--- src/hdl/sacr_map.vh ---
`ifndef SACR_MAP_VH
`define SACR_MAP_VH

// Register indices of the configuration bank.
`define SACR_IDX_INPUT_GAIN 2'h0
`define SACR_IDX_RATE_MODE 2'h1
`define SACR_IDX_REF_FILT_EXC 2'h2
`define SACR_IDX_ROUTE_READY 2'h3

// Reset value shared by all four registers.
`define SACR_RESET_VAL 8'h00

// Register 0 field positions.
`define SACR_INSEL_HI 7
`define SACR_INSEL_LO 4
`define SACR_GAIN_HI 3
`define SACR_GAIN_LO 1
`define SACR_BYPASS_BIT 0

// Register 1 field positions.
`define SACR_RATE_HI 7
`define SACR_RATE_LO 5
`define SACR_MODE_HI 4
`define SACR_MODE_LO 3
`define SACR_CONT_BIT 2
`define SACR_TEMP_BIT 1
`define SACR_FAULT_BIT 0

// Register 2 field positions.
`define SACR_VREF_HI 7
`define SACR_VREF_LO 6
`define SACR_FILT_HI 5
`define SACR_FILT_LO 4
`define SACR_SWITCH_BIT 3
`define SACR_EXC_HI 2
`define SACR_EXC_LO 0

// Register 3 field positions.
`define SACR_R1_HI 7
`define SACR_R1_LO 5
`define SACR_R2_HI 4
`define SACR_R2_LO 2
`define SACR_RDYM_BIT 1

// Codes with special meaning.
`define SACR_INSEL_UNUSED 4'hf
`define SACR_GAIN_8 3'h3
`define SACR_RATE_UNUSED 3'h7
`define SACR_MODE_NORMAL 2'h0
`define SACR_MODE_DUTY 2'h1
`define SACR_MODE_TURBO 2'h2
`define SACR_MODE_UNUSED 2'h3
`define SACR_EXC_UNUSED 3'h1
`define SACR_ROUTE_UNUSED 3'h7
`define SACR_RATE_20SPS 3'h0

`endif

--- src/hdl/sacr_config_bank.v ---
// Functional notes
// RULE_01 - Four 8-bit registers, command access only.
// RULE_02 - Reset clears all registers to zero.
// RULE_03 - Power-down keeps register values.
// RULE_04 - Writes accepted anytime, even mid-conversion.
// RULE_05 - Register 0 bits 7:4 select input pair.
// RULE_06 - Host sets bypass, low gain for negative supply.
// RULE_07 - Register 0 bits 3:1 select gain.
// RULE_08 - Gains 8 to 128 keep amplifier on.
// RULE_09 - Register 0 bit 0 bypasses amplifier.
// RULE_10 - Register 1 bits 7:5 select data rate.
// RULE_11 - Normal mode rates 20 to 1000.
// RULE_12 - Duty and turbo mode rate tables.
// RULE_13 - Register 1 bits 4:3 operating mode.
// RULE_14 - Register 1 bit 2 continuous conversions.
// RULE_15 - Temperature mode overrides register 0. The bank's register 0 field outputs ignore the temperature bit.
// RULE_16 - Register 1 bit 0 fault currents.
// RULE_17 - Register 2 bits 7:6 reference select.
// RULE_18 - Filter bits apply at slowest rates.
// RULE_19 - Low-side switch follows start and power-down.
// RULE_20 - Register 2 bits 2:0 excitation current.
// RULE_21 - Register 3 routes both excitation currents.
// RULE_22 - Register 3 bit 1 ready signalling mode.
// RULE_23 - Host writes zero to register 3 bit 0.
`timescale 1ns/1ps
`include "sacr_map.vh"

// Configuration bank reached by the decoded register commands.
module sacr_config_bank (
  // Clock and reset.
  input wire i_sys_clk,
  input wire i_sys_rst,
  // Register command strobes from the command decoder.
  input wire i_register_write_command,
  input wire i_register_read_command,
  input wire [1:0] i_reg_index,
  input wire [7:0] i_wr_data,
  // Other command strobes.
  input wire i_start_sync_command,
  input wire i_power_down_command,
  // Conversion data ready event from the data path.
  input wire i_data_ready,
  // Read-back.
  output reg [7:0] o_rd_data,
  output reg o_rd_valid,
  // Raw register images.
  output wire [7:0] o_input_gain_config,
  output wire [7:0] o_rate_mode_config,
  output wire [7:0] o_reference_filter_excitation_config,
  output wire [7:0] o_current_routing_ready_config,
  // Effective analog controls.
  output wire [3:0] o_input_select,
  output wire [2:0] o_gain_code,
  output wire o_amplifier_enable,
  output wire o_amplifier_bypass,
  output wire [2:0] o_rate_code,
  output wire [1:0] o_op_mode,
  output wire o_continuous_select,
  output wire o_temperature_sense_enable,
  output wire o_fault_current_enable,
  output wire [1:0] o_reference_select,
  output wire [1:0] o_line_filter,
  output wire o_line_filter_active,
  output wire o_low_side_switch_auto,
  output wire o_low_side_switch_closed,
  output wire [2:0] o_excitation_current_level,
  output wire [2:0] o_first_current_route,
  output wire [2:0] o_second_current_route,
  output wire o_ready_on_data_out,
  output wire o_ready_to_pin,
  output wire o_ready_to_data_out,
  output wire o_powered_down,
  output wire o_config_changed,
  output wire o_config_code_unused
);

  reg powered_down_r;
  reg changed_r;
  wire [7:0] reg_val [0:3];
  wire [3:0] reg_wr;
  wire [2:0] gain_code;
  wire bypass_req;
  genvar gi;

  // Gains 1, 2 and 4 are the only ones that may run without the amplifier.
  function low_gain;
    input [2:0] code;
    begin
      low_gain = (code < `SACR_GAIN_8);
    end
  endfunction

  // Write decode; power-down does not gate writes, only analog state.
  assign reg_wr[0] = i_register_write_command &&
                     (i_reg_index == `SACR_IDX_INPUT_GAIN); // RULE_04
  assign reg_wr[1] = i_register_write_command &&
                     (i_reg_index == `SACR_IDX_RATE_MODE);
  assign reg_wr[2] = i_register_write_command &&
                     (i_reg_index == `SACR_IDX_REF_FILT_EXC);
  assign reg_wr[3] = i_register_write_command &&
                     (i_reg_index == `SACR_IDX_ROUTE_READY);

  // Four storage registers, cleared by reset and held in power-down.
  generate
    for (gi = 0; gi < 4; gi = gi + 1) begin : g_reg
      sacr_reg8 u_reg (
        .i_sys_clk(i_sys_clk),
        .i_sys_rst(i_sys_rst),
        .i_wr_en(reg_wr[gi]),
        .i_wr_data(i_wr_data),
        .o_value(reg_val[gi])
      ); // RULE_01 RULE_02 RULE_03
    end
  endgenerate

  // Read-back answers in the cycle after the read strobe.
  always @(posedge i_sys_clk) begin
    if (i_sys_rst) begin
      o_rd_data <= 8'h00;
      o_rd_valid <= 1'b0;
    end else begin
      o_rd_valid <= i_register_read_command;
      if (i_register_read_command) begin
        o_rd_data <= reg_val[i_reg_index]; // RULE_01
      end
    end
  end

  // Power-down state: entered by command, left by start/sync.
  always @(posedge i_sys_clk) begin
    if (i_sys_rst) begin
      powered_down_r <= 1'b0;
    end else if (i_power_down_command) begin
      powered_down_r <= 1'b1;
    end else if (i_start_sync_command) begin
      powered_down_r <= 1'b0;
    end
  end

  // A write pulses a change flag so the data path restarts its filter.
  always @(posedge i_sys_clk) begin
    if (i_sys_rst) begin
      changed_r <= 1'b0;
    end else begin
      changed_r <= i_register_write_command;
    end
  end

  assign o_input_gain_config = reg_val[0];
  assign o_rate_mode_config = reg_val[1];
  assign o_reference_filter_excitation_config = reg_val[2];
  assign o_current_routing_ready_config = reg_val[3];

  // Register 0 fields.
  assign o_input_select =
    reg_val[0][`SACR_INSEL_HI:`SACR_INSEL_LO]; // RULE_05
  assign gain_code = reg_val[0][`SACR_GAIN_HI:`SACR_GAIN_LO]; // RULE_07
  assign o_gain_code = gain_code;
  assign bypass_req = reg_val[0][`SACR_BYPASS_BIT]; // RULE_09
  // High gains force the amplifier on outside power-down, whatever the bypass bit says.
  assign o_amplifier_bypass = bypass_req && low_gain(gain_code); // RULE_08
  assign o_amplifier_enable = !o_amplifier_bypass &&
                              !powered_down_r; // RULE_09

  // Register 1 fields; rate meaning depends on mode in the data path.
  assign o_rate_code = reg_val[1][`SACR_RATE_HI:`SACR_RATE_LO]; // RULE_10
  assign o_op_mode = reg_val[1][`SACR_MODE_HI:`SACR_MODE_LO]; // RULE_13
  assign o_continuous_select = reg_val[1][`SACR_CONT_BIT]; // RULE_14
  assign o_temperature_sense_enable =
    reg_val[1][`SACR_TEMP_BIT]; // RULE_15
  assign o_fault_current_enable = reg_val[1][`SACR_FAULT_BIT] &&
                                  !powered_down_r; // RULE_16

  // Register 2 fields.
  assign o_reference_select =
    reg_val[2][`SACR_VREF_HI:`SACR_VREF_LO]; // RULE_17
  assign o_line_filter = reg_val[2][`SACR_FILT_HI:`SACR_FILT_LO];
  // The FIR choice only matters at the slowest normal and duty rates.
  assign o_line_filter_active =
    (o_rate_code == `SACR_RATE_20SPS) &&
    ((o_op_mode == `SACR_MODE_NORMAL) ||
     (o_op_mode == `SACR_MODE_DUTY)); // RULE_18 RULE_11 RULE_12
  assign o_low_side_switch_auto = reg_val[2][`SACR_SWITCH_BIT];
  // Excitation currents are forced off while powered down.
  assign o_excitation_current_level = powered_down_r ? 3'h0 :
    reg_val[2][`SACR_EXC_HI:`SACR_EXC_LO]; // RULE_20

  // Register 3 fields; bit 0 is stored but steers nothing.
  assign o_first_current_route =
    reg_val[3][`SACR_R1_HI:`SACR_R1_LO]; // RULE_21
  assign o_second_current_route =
    reg_val[3][`SACR_R2_HI:`SACR_R2_LO]; // RULE_21
  assign o_ready_on_data_out = reg_val[3][`SACR_RDYM_BIT]; // RULE_22
  assign o_ready_to_pin = i_data_ready;
  assign o_ready_to_data_out = i_data_ready &&
                               o_ready_on_data_out; // RULE_22

  // Low-side switch sequencing.
  sacr_low_switch u_switch (
    .i_sys_clk(i_sys_clk),
    .i_sys_rst(i_sys_rst),
    .i_auto_en(o_low_side_switch_auto),
    .i_start_sync(i_start_sync_command),
    .i_power_down(i_power_down_command),
    .o_closed(o_low_side_switch_closed)
  ); // RULE_19

  assign o_powered_down = powered_down_r;
  assign o_config_changed = changed_r;

  // Flags any code marked unused in the input, rate, mode, excitation and route fields.
  assign o_config_code_unused =
    (o_input_select == `SACR_INSEL_UNUSED) ||
    (o_rate_code == `SACR_RATE_UNUSED) ||
    (o_op_mode == `SACR_MODE_UNUSED) ||
    (reg_val[2][`SACR_EXC_HI:`SACR_EXC_LO] == `SACR_EXC_UNUSED) ||
    (o_first_current_route == `SACR_ROUTE_UNUSED) ||
    (o_second_current_route == `SACR_ROUTE_UNUSED);

endmodule

--- src/hdl/sacr_reg8.v ---
`timescale 1ns/1ps
`include "sacr_map.vh"

// One 8-bit configuration register with synchronous clear.
module sacr_reg8 (
  // Clock and reset.
  input wire i_sys_clk,
  input wire i_sys_rst,
  // Write port.
  input wire i_wr_en,
  input wire [7:0] i_wr_data,
  // Stored value.
  output reg [7:0] o_value
);

  // Power-down has no input here, so the value is always held.
  always @(posedge i_sys_clk) begin
    if (i_sys_rst) begin
      o_value <= `SACR_RESET_VAL;
    end else if (i_wr_en) begin
      o_value <= i_wr_data;
    end
  end

endmodule

--- src/hdl/sacr_low_switch.v ---
`timescale 1ns/1ps
`include "sacr_map.vh"

// Low-side switch state: closes on start/sync, opens on power-down.
module sacr_low_switch (
  // Clock and reset.
  input wire i_sys_clk,
  input wire i_sys_rst,
  // Control.
  input wire i_auto_en,
  input wire i_start_sync,
  input wire i_power_down,
  // Switch drive.
  output reg o_closed
);

  // Power-down wins over a simultaneous start so the switch fails open.
  always @(posedge i_sys_clk) begin
    if (i_sys_rst || !i_auto_en) begin
      o_closed <= 1'b0;
    end else if (i_power_down) begin
      o_closed <= 1'b0;
    end else if (i_start_sync) begin
      o_closed <= 1'b1;
    end
  end

endmodule

--- config.mk ---
export PLATFORM = sky130hd
export DESIGN_NAME = sacr_config_bank
export DESIGN_NICKNAME = d
export VERILOG_FILES = /design/src/hdl/sacr_config_bank.v /design/src/hdl/sacr_reg8.v /design/src/hdl/sacr_low_switch.v
export VERILOG_INCLUDE_DIRS = /design/src /design/src/hdl
export SDC_FILE = /design/constraint.sdc
export NUM_CORES = 1
export LEC_CHECK = 0
export BUFFER_PORTS_ARGS = -buffer_cell sky130_fd_sc_hd__buf_2
export CORE_UTILIZATION = 45
export CTS_CLUSTER_DIAMETER = 30
export DETAILED_ROUTE_END_ITERATION = 7
export MAX_ROUTING_LAYER = met4
export PLACE_DENSITY = 0.75
export SLEW_MARGIN = 30
export SYNTH_ARGS = -nofsm -noshare
export SYNTH_HDL_FRONTEND = slang
export SYNTH_SLANG_ARGS = --single-unit
--- constraint.sdc ---
create_clock -name i_sys_clk -period 1.2 [get_ports i_sys_clk]
set_input_delay 0.24 -clock i_sys_clk [delete_from_list [all_inputs] [get_ports i_sys_clk]]
set_output_delay 0.24 -clock i_sys_clk [all_outputs]
set_load 0.01 [all_outputs]
==> summary.md <==
| Metric | Value |
|---|---|
| Status | `complete, but fails checks` |
| Failing checks | `setup timing` |
| TritonCTS clock tree | `built` |
| CTS Buf Count | `5` |
| Final Cycle Share | `125%` |
| I/O Pins | `97` |
| Detailed-route via count | `1,847` |
| Mux share of post-synthesis cell area | `28.8%` |
| Hold Vio Cnt, Final | `0` |
| Peak VDD IR | `893 uV` |
| Met3 WL | `272 microns` |
| WHS | `120 ps` |
| Cell mode on critical path | `nand4_1` |
| DR pass1 iterations | `4` |
| Simple-gate share of the synthesized area | `13.8%` |
| # DRC | `0` |
| Initial Utilization | `46.9%` |
| Max clock buf depth | `2` |
| Clock Root Buffer | `clkbuf_8` |
| Clk Latency, worst-skew pair | `290 ps` |
| Compound-Gate Fraction of Synth Area | `~1.1%` |
| FF-to-FF setup slack | `-90 ps` |
| Tightest Hold Check Type | `in2reg` |
| CORE AREA | `4380 sq um` |
| Diode count | `0` |
| WL met2 | `2820 microns` |
| Crit path capture type | `output pin` |
| Final instance area | `3040 sq um` |
| Critical path's slowest cell | `dfxtp_2` |
| CP Launch Type | `flop` |
| Gpl congestion | `0.893` |
| Final Max Slew Viols | `0` |
| Max stage delay on crit path | `330 ps` |
| Antenna-violating nets left | `0` |
| Clock-pin slew on the worst setup and hold paths | `80 ps` |
| CP bufs+invs | `1` |
| Global-route wire length before repair | `approximately 8900 microns` |
| Gr ovfl total | `0` |
| M1 WL | `2580 microns` |
| Synth Cell Area | `~2100 sq um` |
| DP Area | `between 2000 and 3000 sq um` |
| Top sig layer | `met4` |
| Distinct cells, synth | `21` |
| Die Height | `69.6 microns` |
| Layout cells sized above 1 | `62.9%` |
| Data arrival, critical path | `1260 ps` |
| Relative slew slack | `83.4%` |
| IO Port Bufs | `96` |
| Critical path class | `reg2out` |
| RSZ-0062 raised after global routing | `yes` |
| CP Launch Point | `g_reg[0].u_reg.o_value[4]$_SDFFE_PP0P_` |
| Clock sink count | `44` |
| Crit-path leading delay family | `flip-flops` |
| Worst EP required | `960 ps` |
| Leak | `1.65 nW` |
| Largest family of logic cells by synthesized area | `multiplexers` |
| Share of the yosys chip area belonging to registers | `42.8%` |
| Die area | `between 4000 and 5000 sq um` |
| Setup_tns | `-1210 ps` |
| Std-Cell Rows | `24` |
| Yosys reg bits | `44` |
| Synth Area in Adders | `0%` |
| Dpl hpwl | `3880 microns` |
| Placed Instances | `about 340` |
| Worst-Margin Slew | `approximately 250 ps` |
| Power Total | `3.03 mW` |
| Die span in x | `69.6 microns` |
| CP max FO | `2` |
| Hold Path Origin | `i_power_down_command` |
| Vias in the first global route | `1,730` |
| Area grow syn2layout | `47.7%` |
| Drt wl/cell | `approximately 16 microns` |
| Pre-CTS setup slack | `-247 ps` |
| Largest net degree at the start of global routing | `43` |
| Pwr per Cell Area | `999 nW/um^2` |
| Reg2reg start | `g_reg[0].u_reg.o_value[1]$_SDFFE_PP0P_` |
| Nets | `326` |
| Total global-route track usage | `about a quarter` |
| Via density | `5.10` |
| Yosys warns | `0` |
| Final min period | `between 1000 and 1500 ps` |
| CP Cell Sequence | `nand4_1, nand4_1, a221o_1, buf_2` |
| Setup WS post-layout | `-297 ps` |
| Final core utilization | `slightly below 70%` |
| H-tree depth | `2` |
| WL final | `5770 microns` |
| Mapped Nets | `between 200 and 250` |
| Post-synthesis xor/xnor area fraction | `0%` |
| Initial antenna violation count | `0` |
| Max-Cap Viols | `0` |
| Clock Skews | `between 4 and 5 ps` |
| Achievable Freq | `668 MHz` |
| 1st-iter DRT viols | `77` |
| Fin cells | `around 360` |
| Synth Instances | `just under 200` |
| Avg Cell Area, Syn | `10.4 sq um` |
| Final setup vio count | `17` |
[path summary, 6_finish.rpt]
kind                                                       end  cells past startpoint
worst min-delay path            u_switch.o_closed$_SDFFE_PP0P_                      2
worst min register to register       o_rd_data[4]$_SDFFE_PP0P_                      2
worst max register to register       o_rd_data[1]$_SDFFE_PP0P_                      4
worst max-delay path                      o_config_code_unused                      4
[cell families after synthesis]
logic type | count (synthesis)
flip-flops | 44
AO/OA/AOI/OAI | 3
AND/OR/NAND/NOR | 62
buffers and inverters | 40
multiplexers | 48
[final cells by class]
type / instances / area [sq um]
Inverter: 2 / 7.51
Clock inverter: 2 / 10.0
Multi-Input combinational cell: 113 / 945
Fill cell: 305 / 1350
Clock buffer: 6 / 82.6
Timing Repair Buffer: 143 / 1000
Sequential cell: 44 / 928
Tap cell: 52 / 65.1
[layout by cell type (no fill, tap or decap), types with 6 or more instances in the layout]
cell,netlist,routed
buf_2,0,82
buf_4,32,32
buf_6,1,25
clkbuf_8,0,6
dfxtp_1,44,18
dfxtp_2,0,20
dfxtp_4,0,6
mux2i_1,40,39
mux4_2,5,7
nor2_1,44,44
[cells in the mapped netlist]
cell / instances / area share [%]
a211oi_1: 1 / 0.37
a21oi_1: 1 / 0.24
a221o_1: 1 / 0.49
and2_1: 1 / 0.30
buf_4: 32 / 12
buf_6: 1 / 0.55
clkbuf_1: 5 / 0.91
dfxtp_1: 44 / 43
inv_1: 2 / 0.37
mux2i_1: 40 / 19
mux4_1: 3 / 3.8
mux4_2: 5 / 5.5
nand3_1: 3 / 0.73
nand3_2: 1 / 0.49
nand3b_1: 2 / 0.73
nand4_1: 2 / 0.61
nor2_1: 44 / 8.0
nor2b_1: 6 / 1.8
nor3b_1: 1 / 0.37
nor4_1: 1 / 0.30
nor4b_1: 1 / 0.43
[what timing repair did]
| action | in CTS | in global routing |
|---|---|---|
| hold buffers | 0 | 0 |
| resized for setup | 46 | 25 |
| pin swaps | 4 | 4 |
| setup buffers | 7 | 6 |
| endpoints found under the setup margin | 13 | 40 |
| endpoints found under the hold margin | 0 | 0 |
[worst register-to-register path, delay by kind of cell, from the launching register on]
kind,cells,cell delay [ps]
buffers and inverters,1,130
flip-flops,1,360
multiplexers,2,630
AND/OR/NAND/NOR,1,60
[routing by layer]
| metal | track usage, % | vias up |
|---|---|---|
| met2 | 38.0 | 64 |
| met3 | 3.49 | 8 |
| li1 | - | 869 |
| met4 | 8.44 | 0 |
| met5 | - | - |
| met1 | 32.0 | 906 |
[state kept, by name (all words and copies together) (netlist names)]
register / count
g.u_reg.o_value: 32
o_rd_valid: 1
o_config_changed: 1
o_powered_down: 1
o_rd_data: 8
u_switch.o_closed: 1
[power breakdown]
| part | switching, mW | total (mW) | internal, mW |
|---|---|---|---|
| Combinational | 0.253 | 0.531 | 0.279 |
| Sequential | 0.0491 | 1.55 | 1.50 |
| Clock | 0.490 | 0.950 | 0.460 |
Power figures use the tool's default switching activity.
